File: src/inc/ccr_pkg.sv
package ccr_pkg;

  // ****************************************
  // Bus geometry
  // ****************************************
  localparam int ADDR_W = 8;
  localparam int DATA_W = 32;

  // ****************************************
  // Software register offsets
  // ****************************************
  localparam logic [ADDR_W-1:0] REG_CTRL     = 8'h00;
  localparam logic [ADDR_W-1:0] REG_SQ_SIZE  = 8'h04;
  localparam logic [ADDR_W-1:0] REG_CQ_SIZE  = 8'h08;
  localparam logic [ADDR_W-1:0] REG_NS_CNT   = 8'h0c;
  localparam logic [ADDR_W-1:0] REG_REC_ADDR = 8'h10;
  localparam logic [ADDR_W-1:0] REG_REC_DATA = 8'h14;
  localparam logic [ADDR_W-1:0] REG_NS_QUERY = 8'h18;
  localparam logic [ADDR_W-1:0] REG_NS_STAT  = 8'h1c;

  // ****************************************
  // Field layouts
  // ****************************************
  localparam int CTRL_APST_BIT = 0;
  localparam int EXP_W         = 4;
  localparam int EXP_MAX_LSB   = 4;
  localparam int NS_ST_DONE    = 0;
  localparam int NS_ST_VALID   = 1;
  localparam int CNT_W         = 32;
  localparam int BYTE_W        = 8;

  // ****************************************
  // Capability record byte offsets
  // ****************************************
  localparam int REC_AW = 10;
  localparam logic [REC_AW-1:0] REC_APST   = 10'h109;
  localparam logic [REC_AW-1:0] REC_RSV_LO = 10'h10a;
  localparam logic [REC_AW-1:0] REC_SQ_SIZE = 10'h200;
  localparam logic [REC_AW-1:0] REC_CQ_SIZE = 10'h201;
  localparam logic [REC_AW-1:0] REC_CNT_B0  = 10'h204;
  localparam logic [REC_AW-1:0] REC_CNT_B1  = 10'h205;
  localparam logic [REC_AW-1:0] REC_CNT_B2  = 10'h206;
  localparam logic [REC_AW-1:0] REC_CNT_B3  = 10'h207;
  localparam logic [REC_AW-1:0] REC_ONE    = 10'h001;

  // ****************************************
  // Entry size exponents and reset values
  // ****************************************
  localparam logic [EXP_W-1:0] SQ_REQ_EXP = 4'h6;
  localparam logic [EXP_W-1:0] SQ_MAX_RST = 4'h6;
  localparam logic [EXP_W-1:0] CQ_REQ_EXP = 4'h4;
  localparam logic [EXP_W-1:0] CQ_MAX_RST = 4'h4;
  localparam logic [CNT_W-1:0] CNT_RST     = 32'h0000_0001;
  localparam logic [CNT_W-1:0] NS_FIRST_ID = 32'h0000_0001;
  localparam logic [CNT_W-1:0] NS_MAX_DEF  = 32'h0000_0400;

endpackage

File: src/design/ccr_top.sv
`timescale 1ns/10ps
`default_nettype none

module ccr_top
  import ccr_pkg::*;
#(
  parameter logic             APST_CAPABLE = 1'b1,
  parameter logic [EXP_W-1:0] SQ_MAX_LIMIT = SQ_MAX_RST,
  parameter logic [EXP_W-1:0] CQ_MAX_LIMIT = CQ_MAX_RST,
  parameter logic [CNT_W-1:0] NS_MAX       = NS_MAX_DEF
) (
  input  wire logic              clk,
  input  wire logic              srst,
  // Register port
  input  wire logic [ADDR_W-1:0] addr,
  input  wire logic [DATA_W-1:0] wdata,
  input  wire logic              we,
  input  wire logic              re,
  output logic      [DATA_W-1:0] rdata,
  // Record byte port
  input  wire logic              rec_rd,
  input  wire logic [REC_AW-1:0] rec_addr,
  output logic      [BYTE_W-1:0] rec_data,
  output logic                   rec_valid,
  output logic                   rec_hit,
  // Field values
  output logic                   auto_power_transition_attr_en,
  output logic      [BYTE_W-1:0] submit_entry_size_field,
  output logic      [BYTE_W-1:0] complete_entry_size_field,
  output logic      [CNT_W-1:0]  namespace_count
);

  // ****************************************
  // Parameter checks
  // ****************************************
  generate
    if (NS_MAX < NS_FIRST_ID) begin : g_bad_ns
      $error("ccr_top: NS_MAX must be at least one");
    end
    if (CNT_RST > NS_MAX) begin : g_bad_rst
      $error("ccr_top: NS_MAX below reset namespace count");
    end
    // Limits may not undercut the required entry sizes
    if (SQ_MAX_LIMIT < SQ_REQ_EXP) begin : g_bad_sq
      $error("ccr_top: SQ_MAX_LIMIT below required exponent");
    end
    if (CQ_MAX_LIMIT < CQ_REQ_EXP) begin : g_bad_cq
      $error("ccr_top: CQ_MAX_LIMIT below required exponent");
    end
    // Reset maxima must fit under the limits
    if (SQ_MAX_RST > SQ_MAX_LIMIT) begin : g_bad_sq_rst
      $error("ccr_top: SQ_MAX_LIMIT below reset exponent");
    end
    if (CQ_MAX_RST > CQ_MAX_LIMIT) begin : g_bad_cq_rst
      $error("ccr_top: CQ_MAX_LIMIT below reset exponent");
    end
  endgenerate

  // ****************************************
  // State
  // ****************************************
  typedef struct packed {
    logic              apst;
    logic [CNT_W-1:0]  ns_count;
    logic [REC_AW-1:0] rec_ptr;
    logic [DATA_W-1:0] rdata;
    logic [BYTE_W-1:0] rec_data;
    logic              rec_valid;
    logic              rec_hit;
  } ccr_top_s;

  localparam ccr_top_s ST_RST = '{
    apst:      1'b0,
    ns_count:  CNT_RST,
    rec_ptr:   '0,
    rdata:     '0,
    rec_data:  '0,
    rec_valid: 1'b0,
    rec_hit:   1'b0
  };

  ccr_top_s st_r;
  ccr_top_s st_nxt;

  // ****************************************
  // Sub-block wiring
  // ****************************************
  logic [EXP_W-1:0] sq_max;
  logic [EXP_W-1:0] cq_max;
  logic             sq_wr;
  logic             cq_wr;
  logic             ns_query;
  logic             ns_done;
  logic             ns_valid;
  logic [BYTE_W-1:0] sq_byte;
  logic [BYTE_W-1:0] cq_byte;

  assign sq_wr    = we && (addr == REG_SQ_SIZE);
  assign cq_wr    = we && (addr == REG_CQ_SIZE);
  assign ns_query = we && (addr == REG_NS_QUERY);
  assign sq_byte  = {sq_max, SQ_REQ_EXP};
  assign cq_byte  = {cq_max, CQ_REQ_EXP};

  ccr_exp_reg #(
    .REQ_EXP   (SQ_REQ_EXP),
    .MAX_LIMIT (SQ_MAX_LIMIT),
    .RST_EXP   (SQ_MAX_RST)
  ) u_sq_exp (
    .clk     (clk),
    .srst    (srst),
    .wr_en   (sq_wr),
    .wr_exp  (wdata[EXP_MAX_LSB +: EXP_W]),
    .max_exp (sq_max)
  );

  ccr_exp_reg #(
    .REQ_EXP   (CQ_REQ_EXP),
    .MAX_LIMIT (CQ_MAX_LIMIT),
    .RST_EXP   (CQ_MAX_RST)
  ) u_cq_exp (
    .clk     (clk),
    .srst    (srst),
    .wr_en   (cq_wr),
    .wr_exp  (wdata[EXP_MAX_LSB +: EXP_W]),
    .max_exp (cq_max)
  );

  ccr_ns_check u_ns_check (
    .clk             (clk),
    .srst            (srst),
    .query           (ns_query),
    .query_id        (wdata[CNT_W-1:0]),
    .namespace_count (st_r.ns_count),
    .done            (ns_done),
    .valid           (ns_valid)
  );

  // ****************************************
  // Record byte builder
  // ****************************************
  function automatic logic [BYTE_W-1:0] rec_byte(
    input logic [REC_AW-1:0] a,
    input logic              apst,
    input logic [BYTE_W-1:0] sqb,
    input logic [BYTE_W-1:0] cqb,
    input logic [CNT_W-1:0]  cnt
  );
    logic [BYTE_W-1:0] b;
    b = '0;
    case (a)
      REC_APST: begin
        b = {{(BYTE_W-1){1'b0}}, apst};
      end
      REC_SQ_SIZE: begin
        b = sqb;
      end
      REC_CQ_SIZE: begin
        b = cqb;
      end
      REC_CNT_B0: begin
        b = cnt[0*BYTE_W +: BYTE_W];
      end
      REC_CNT_B1: begin
        b = cnt[1*BYTE_W +: BYTE_W];
      end
      REC_CNT_B2: begin
        b = cnt[2*BYTE_W +: BYTE_W];
      end
      REC_CNT_B3: begin
        b = cnt[3*BYTE_W +: BYTE_W];
      end
      default: begin
        b = '0;
      end
    endcase
    return b;
  endfunction

  // ****************************************
  // Ownership of a record byte
  // ****************************************
  function automatic logic rec_owned(input logic [REC_AW-1:0] a);
    return (a >= REC_APST) && (a <= REC_CNT_B3);
  endfunction

  // ****************************************
  // Next state
  // ****************************************
  always_comb begin
    st_nxt           = st_r;
    st_nxt.rdata     = '0;
    st_nxt.rec_valid = 1'b0;

    // Register writes
    if (we) begin
      case (addr)
        REG_CTRL: begin
          st_nxt.apst = wdata[CTRL_APST_BIT] & APST_CAPABLE;
        end
        REG_NS_CNT: begin
          if (wdata[CNT_W-1:0] > NS_MAX) begin
            st_nxt.ns_count = NS_MAX;
          end else begin
            st_nxt.ns_count = wdata[CNT_W-1:0];
          end
        end
        REG_REC_ADDR: begin
          st_nxt.rec_ptr = wdata[REC_AW-1:0];
        end
        default: begin
          st_nxt.rec_ptr = st_r.rec_ptr;
        end
      endcase
    end

    // Register reads, answer in next cycle only
    if (re) begin
      case (addr)
        REG_CTRL: begin
          st_nxt.rdata = DATA_W'(st_r.apst);
        end
        REG_SQ_SIZE: begin
          st_nxt.rdata = DATA_W'(sq_byte);
        end
        REG_CQ_SIZE: begin
          st_nxt.rdata = DATA_W'(cq_byte);
        end
        REG_NS_CNT: begin
          st_nxt.rdata = DATA_W'(st_r.ns_count);
        end
        REG_REC_ADDR: begin
          st_nxt.rdata = DATA_W'(st_r.rec_ptr);
        end
        REG_REC_DATA: begin
          st_nxt.rdata   = DATA_W'(rec_byte(st_r.rec_ptr, st_r.apst, sq_byte, cq_byte, st_r.ns_count));
          // Pointer advances past the end of the record, wrapping only at the top of the 10-bit address
          st_nxt.rec_ptr = st_r.rec_ptr + REC_ONE;
        end
        REG_NS_STAT: begin
          st_nxt.rdata[NS_ST_DONE]  = ns_done;
          st_nxt.rdata[NS_ST_VALID] = ns_valid;
        end
        default: begin
          st_nxt.rdata = '0;
        end
      endcase
    end

    // Record byte port
    if (rec_rd) begin
      st_nxt.rec_valid = 1'b1;
      st_nxt.rec_hit   = rec_owned(rec_addr);
      st_nxt.rec_data  = rec_byte(rec_addr, st_r.apst, sq_byte, cq_byte, st_r.ns_count);
    end
  end

  // ****************************************
  // State register
  // ****************************************
  always_ff @(posedge clk) begin
    if (srst) begin
      st_r <= ST_RST;
    end else begin
      st_r <= st_nxt;
    end
  end

  // ****************************************
  // Outputs
  // ****************************************
  assign rdata                         = st_r.rdata;
  assign rec_data                      = st_r.rec_data;
  assign rec_valid                     = st_r.rec_valid;
  assign rec_hit                       = st_r.rec_hit;
  assign auto_power_transition_attr_en = st_r.apst;
  assign submit_entry_size_field       = sq_byte;
  assign complete_entry_size_field     = cq_byte;
  assign namespace_count               = st_r.ns_count;

endmodule

`default_nettype wire

File: src/design/ccr_exp_reg.sv
`timescale 1ns/10ps
`default_nettype none

module ccr_exp_reg
  import ccr_pkg::*;
#(
  parameter logic [EXP_W-1:0] REQ_EXP   = SQ_REQ_EXP,
  parameter logic [EXP_W-1:0] MAX_LIMIT = SQ_MAX_RST,
  parameter logic [EXP_W-1:0] RST_EXP   = SQ_MAX_RST
) (
  input  wire logic             clk,
  input  wire logic             srst,
  input  wire logic             wr_en,
  input  wire logic [EXP_W-1:0] wr_exp,
  output logic      [EXP_W-1:0] max_exp
);

  typedef struct packed {
    logic [EXP_W-1:0] max_exp;
  } ccr_exp_s;

  ccr_exp_s st_r;
  ccr_exp_s st_nxt;

  generate
    if (!(REQ_EXP <= RST_EXP && RST_EXP <= MAX_LIMIT)) begin : g_bad
      $error("ccr_exp_reg: need REQ_EXP <= RST_EXP <= MAX_LIMIT");
    end
  endgenerate

  // ****************************************
  // Clamped maximum exponent
  // ****************************************
  always_comb begin
    st_nxt = st_r;
    if (wr_en) begin
      if (wr_exp < REQ_EXP) begin
        st_nxt.max_exp = REQ_EXP;
      end else if (wr_exp > MAX_LIMIT) begin
        st_nxt.max_exp = MAX_LIMIT;
      end else begin
        st_nxt.max_exp = wr_exp;
      end
    end
  end

  always_ff @(posedge clk) begin
    if (srst) begin
      st_r <= '{max_exp: RST_EXP};
    end else begin
      st_r <= st_nxt;
    end
  end

  assign max_exp = st_r.max_exp;

endmodule

`default_nettype wire

File: src/design/ccr_ns_check.sv
`timescale 1ns/10ps
`default_nettype none

module ccr_ns_check
  import ccr_pkg::*;
(
  input  wire logic            clk,
  input  wire logic            srst,
  input  wire logic            query,
  input  wire logic [CNT_W-1:0] query_id,
  input  wire logic [CNT_W-1:0] namespace_count,
  output logic                 done,
  output logic                 valid
);

  typedef struct packed {
    logic done;
    logic valid;
  } ccr_nsc_s;

  ccr_nsc_s st_r;
  ccr_nsc_s st_nxt;

  // ****************************************
  // Identifier lookup
  // ****************************************
  always_comb begin
    st_nxt = st_r;
    if (query) begin
      st_nxt.done  = 1'b1;
      st_nxt.valid = (query_id >= NS_FIRST_ID) && (query_id <= namespace_count);
    end
  end

  always_ff @(posedge clk) begin
    if (srst) begin
      st_r <= '{done: 1'b0, valid: 1'b0};
    end else begin
      st_r <= st_nxt;
    end
  end

  assign done  = st_r.done;
  assign valid = st_r.valid;

endmodule

`default_nettype wire

File: config.mk
export PLATFORM = sky130hd
export DESIGN_NAME = ccr_top
export DESIGN_NICKNAME = d
export VERILOG_FILES = /design/src/inc/ccr_pkg.sv /design/src/design/ccr_top.sv /design/src/design/ccr_exp_reg.sv /design/src/design/ccr_ns_check.sv
export SDC_FILE = /design/constraint.sdc
export NUM_CORES = 1
export LEC_CHECK = 0
export ABC_AREA = 1
export BUFFER_PORTS_ARGS = -buffer_cell sky130_fd_sc_hd__buf_4
export CORE_MARGIN = 2
export CORE_UTILIZATION = 35
export CTS_CLUSTER_DIAMETER = 80
export DETAILED_ROUTE_END_ITERATION = 16
export GPL_ROUTABILITY_DRIVEN = 0
export SLEW_MARGIN = 20
export SYNTH_ARGS = -nofsm -noshare
export SYNTH_HDL_FRONTEND = slang
export SYNTH_SLANG_ARGS = --single-unit
File: constraint.sdc
create_clock -name clk -period 2.19 [get_ports clk]
set_input_delay 0.219 -clock clk [delete_from_list [all_inputs] [get_ports clk]]
set_output_delay 0.219 -clock clk [all_outputs]
set_load 0.01 [all_outputs]
After elaboration in Yosys (flattened, before gate mapping)
Cells that the tools add are included.
Widths: inputs -> output; s select.
Storage, ports and cells
  register bits: 95
  input bits: 55
  output and inout port bits: 91
  word-level logic and storage cells: 66
Cells by class
  $add $sub $neg: 1
  $lt $le $gt $ge: 9
  equality and inequality tests: 21
  muxes and demuxes: 14
  bitwise logic cells: 1
  reduce and logical (&&, ||, !) cells: 9
Operator list (count)
  $pmux 30 s5: 1
  $eq 10x10->1 const B: 12
  $pmux 8 s7: 2
  $mux 42: 1
  $eq 8x5->1 const B: 4
  $ge 32x1->1 const B: 1
  $gt 32x11->1 const B: 1
  $le 32x32->1: 1
  $mux 32: 1
  $mux 10: 3
  $eq 10x9->1 const B: 2
  $eq 8x4->1 const B: 2
  $mux 4: 4
  $pmux 2 s6: 1
  $add 10x1->10 const B: 1
  $ge 10x9->1 const B: 1
  $le 10x10->1 const B: 1
  $eq 8x3->1 const B: 1
  $gt 4x3->1 const B: 2
  $logic_not 8->1: 1
  $lt 4x3->1 const B: 2
  $logic_and 1x1->1: 5
  $reduce_and 2->1: 2
  $mux 2: 1
  2 further kinds: 2

Logic depth before layout (Yosys ltp)
  depth in word-level cells: 5
  depth in mapped cells: 16
  mapped depth without buffers: 16

Hierarchy
Synthesis repeated with hierarchy kept, for this count alone.
Unflattened totals
  cell total of the unflattened synthesis: 949
  area, all modules: 6406.1 µm²
By module, submodules not included
  ccr_top: instances 1, cells each 753, area each 5144.9 µm², seq. area each 1701.6 µm²
  ccr_ns_check: instances 1, cells each 169, area each 1029.7 µm², seq. area each 40.0 µm²
  ccr_exp_reg at u_sq_exp: instances 1, cells each 14, area each 117.6 µm², seq. area each 80.1 µm²
  ccr_exp_reg at u_cq_exp: instances 1, cells each 13, area each 113.9 µm², seq. area each 80.1 µm²

Worst setup path after synthesis
Ideal clock, no wire load.
  path type: register -> register
  from: register st_r[42] in the netlist's numbering
  to: register st_r, in the netlist rdata[0]
  library setup time: 0.132 ns
  arrival: 1.408 ns
  required time: 2.058 ns
  setup slack: 0.650 ns
  cell stages (with the launch flop): 11
  path buffers: 1
  period minus slack after synthesis: 1.540 ns
  path through: dfxtp_1 > inv_1 > ha_1 > and3_1 > buf_2 > nand2_4 > nand3_2 > nor2_2 > nand2_4 > nand3_1 > a21oi_1
On the way
  word-level cells in the longest chain between the ends: 3
  elaborated cells on any way between the ends: 9
  classes of those cells: eq/ne (7); mux (2)
RTL lines
  start, declared: line ccr_top.sv:82  | ccr_top_s st_r;
  start signal, assigned: line ccr_top.sv:264  | st_r <= st_nxt;
  $eq 10x10->1 or $eq 10x9->1 (tied branches): line ccr_top.sv:150  | case (a)
  $pmux 8 s7: line ccr_top.sv:150
  $pmux 2 s6 *: line ccr_top.sv:218  | case (addr)
Every way passes the cells marked *; elsewhere a longest branch is shown, timed or not.
A chain may end at the register's enable or synchronous reset.

Final worst setup path
  from: register st_r[48] in the netlist's numbering
  to: register st_r, in the netlist rdata[4]
On the way
  word-level cells in the longest chain between the ends: 3
  elaborated cells on any way between the ends: 9
  classes of those cells: eq/ne (7); mux (2)
RTL lines (line)
  $eq 10x10->1 or $eq 10x9->1 (tied branches): ccr_top.sv:150
  $pmux 8 s7 *: ccr_top.sv:150
  $pmux 30 s5 *: ccr_top.sv:218
Marks and branches as above.

==> flow_summary.json <==
{
  "status": "finished, final reports clean",
  "wirelength_um": 19200,
  "synth_area_mm2": 0.00606,
  "instances_no_fill": 1166,
  "grt_overflow": 0,
  "stdcell_area_mm2": 0.00714,
  "synth.avg_cell_area_um2": 6.97,
  "cp-end-kind": "flop",
  "die_x_um": 136,
  "p_sw_share_pct": 24.0,
  "drc": 0,
  "cts_tree": "yes",
  "dieArea_mm2": 0.0184,
  "antenna_found_initial": 0,
  "grt_pass1_wl_um": 29600,
  "dpl.cell_count": 1150,
  "setup_ws_ns": 0.390,
  "area_growth_syn_to_layout_pct": 17.8,
  "wl_met2_um": 8720,
  "synthArstFlopShare_pct": 0,
  "port_buffers": 137,
  "crit_path_start_kind": "flop",
  "hpwl_um": 15100,
  "whs_ns": 0.151,
  "wl_per_cell_um": 16.5,
  "cp-startpoint": "st_r[48]$_SDFF_PP0_",
  "cp-endpoint": "rdata[4]$_SDFF_PP0_",
  "n_antenna_cell": 0,
  "period_share_pct": 82.2,
  "final-setup-viol-count": 0,
  "drtIter0Drc": 414,
  "ant_nets": 0,
  "cts.sinks": 95,
  "cts_setup_buffers": 0,
  "dr_wl_met3_um": 1440,
  "reg2reg_to": "rdata[4]$_SDFF_PP0_",
  "highest_layer": "met4",
  "nets": 1027,
  "drv_slew": 0,
  "syn_inst": 869,
  "cts_resized": 0,
  "ys_ff_latch": 95,
  "hold_violations": 0,
  "fmax_mhz": 556,
  "ys_top_cells_by_area": "dfxtp_1 31%, buf_4 10%, nand2_1 8.5%, ha_1 7.4%, nor2_1 5.5%",
  "firstDrtPassIters": 5,
  "pre_cts_ws_ns": 0.325,
  "worstPathArrival_ns": 2.08,
  "yosysSeqAreaShare_pct": 31.4,
  "skew_ns": 0.00807,
  "power_density_mw_per_mm2": 528,
  "worstMarginPinSlew_ns": 0.582,
  "m1WireLength_um": 8580,
  "synth-edff-count": 0,
  "p_leak_nw": 3.08,
  "drv_cap": 0,
  "synth.distinct_cells": 44,
  "cp.required_ns": 2.47,
  "synth_warnings": 0,
  "clockBufferDepth": 2,
  "io_pins": 146,
  "cts_buffers": 9,
  "worstRegToRegCells": 9,
  "cp_max_fo": 10,
  "routed_via_density": 4.99,
  "coreArea_mm2": 0.0171,
  "via_count": 5818,
  "intPower_mw": 2.86,
  "path_class": "flop to flop",
  "r2r-start": "st_r[48]$_SDFF_PP0_",
  "regToRegSetupSlack_ns": 0.39,
  "total_power_mw": 3.76,
  "share_comb_of_total_power_pct": 8.1,
  "drive_gt1_share_pct": 22.2,
  "synth.largest_area_cell": "dfxtp_1",
  "grt_max_degree": 46,
  "rsz0062_at_grt": "no",
  "seq_power_share_pct": 46.0,
  "hold_class": "input port to flop",
  "synth_ff_type": "dfxtp_1",
  "tns_ns": 0,
  "vdd_ir_drop_max_uv": 368,
  "clk_latency_ns": 0.36,
  "track_usage_pct": 21.0,
  "finalCoreUtilization_pct": 41.7,
  "place_area_mm2": 0.00682,
  "slew-limit-headroom_pct": 60.9,
  "cts_hold_buf": 0,
  "synth_top_area_share_pct": 31.4,
  "die_h_um": 136,
  "period_minus_slack_ns": 1.80,
  "num_rows": 48,
  "cts.clk_slew.worst_paths_ns": 0.07,
  "clockRootBuffer": "clkbuf_16",
  "h-tree-depth": 3,
  "clkPwrFrac_pct": 45.9,
  "first_global_vias": 5400,
  "p_sw_uw": 903,
  "start_util_pct": 35.4
}
-- cell families (layout without fill, tap and decap cells) --
kind of cell,Yosys count,after routing,synth area share (%)
adder cells (fa/ha/maj),36,36,7.43
other,2,8,0.124
XOR/XNOR,3,3,0.434
flip-flops,95,95,31.4
buffers and inverters,202,268,17.9
AO/OA/AOI/OAI,141,141,12.6
AND/OR/NAND/NOR,390,390,30.1
-- Yosys cell counts, types with 3 or more instances --
master    instances
nand2_1         138
dfxtp_1          95
nor2_1           88
inv_1            87
buf_4            82
nand3_1          64
a21oi_1          59
nor3_1           56
o21ai_0          43
ha_1             36
o22ai_1          14
o21ai_1          12
clkbuf_1         11
nand4_1          10
buf_2             9
inv_2             7
nand2_2           7
nor2_2            5
nand2_4           4
nor3_2            4
o211ai_1          4
a31oi_1           3
clkinv_1          3
nor2_4            3
-- critical path, stage by stage, from the launching register on --
cell     delay, ns
dfxtp_1       0.32
inv_1         0.16
nand4_4       0.28
nor2_8        0.26
nand2_4       0.09
o21ai_1       0.21
nor2_1        0.07
nand2_1       0.08
nand3_1       0.09
a21oi_2       0.15
-- sequential cells by signal (all words and copies together) (netlist names) --
name                           cells
namespace_count                   32
rdata                             32
st_r                              10
rec_data                           8
u_cq_exp.max_exp                   4
u_sq_exp.max_exp                   4
auto_power_transition_attr_en      1
rec_hit                            1
rec_valid                          1
u_ns_check.done                    1
u_ns_check.valid                   1
-- cell usage in the layout, fill, tap and decap left out, types with 4 or more instances in the layout --
cell / n
buf_4: 153
nand2_1: 138
dfxtp_1: 95
nor2_1: 88
inv_1: 87
nand3_1: 64
a21oi_1: 59
nor3_1: 56
o21ai_0: 43
ha_1: 36
o22ai_1: 14
o21ai_1: 12
nand4_1: 10
clkbuf_16: 9
conb_1: 8
inv_2: 7
nand2_2: 7
nor2_2: 5
nor3_2: 4
o211ai_1: 4
nand2_4: 4
-- area by class of cell --
| class | count | area, µm² |
|---|---|---|
| clock buffer | 9 | 225 |
| clock inverter | 7 | 95.1 |
| fill | 1805 | 9980 |
| inverter | 98 | 370 |
| multi-input combinational | 578 | 3090 |
| sequential | 95 | 1900 |
| tap | 225 | 282 |
| timing repair buffer | 154 | 1170 |
-- worst min path at each step --
stage,slack (ns),endpoint,depth (start not counted),startpoint
finish,0.15,namespace_count[1]$_SDFFE_PP0P_,3,wdata[1]
global placement,0.45,u_ns_check.done$_SDFFE_PP0P_,2,u_ns_check.done$_SDFFE_PP0P_
CTS,0.14,namespace_count[1]$_SDFFE_PP0P_,3,wdata[1]
detailed placement,0.46,u_ns_check.done$_SDFFE_PP0P_,2,u_ns_check.done$_SDFFE_PP0P_
global route,0.15,namespace_count[5]$_SDFFE_PP0P_,3,wdata[5]
floorplan,0.36,namespace_count[7]$_SDFFE_PP0P_,2,wdata[7]
-- metal layers --
metal,track usage (%),vias up
li1,-,2907
met1,28.1,2660
met2,33.1,219
met3,4.90,32
met4,7.29,0
met5,0,-
-- power by group through the flow --
stage	Clock [mW]	Sequential, mW	Combinational (mW)
floorplan	0	1.77	0.164
global placement	0	1.77	0.302
detailed placement	0	1.77	0.304
CTS	1.75	1.73	0.305
global route	1.83	1.73	0.344
finish	1.73	1.73	0.306
(Power assumes the default switching activity.)
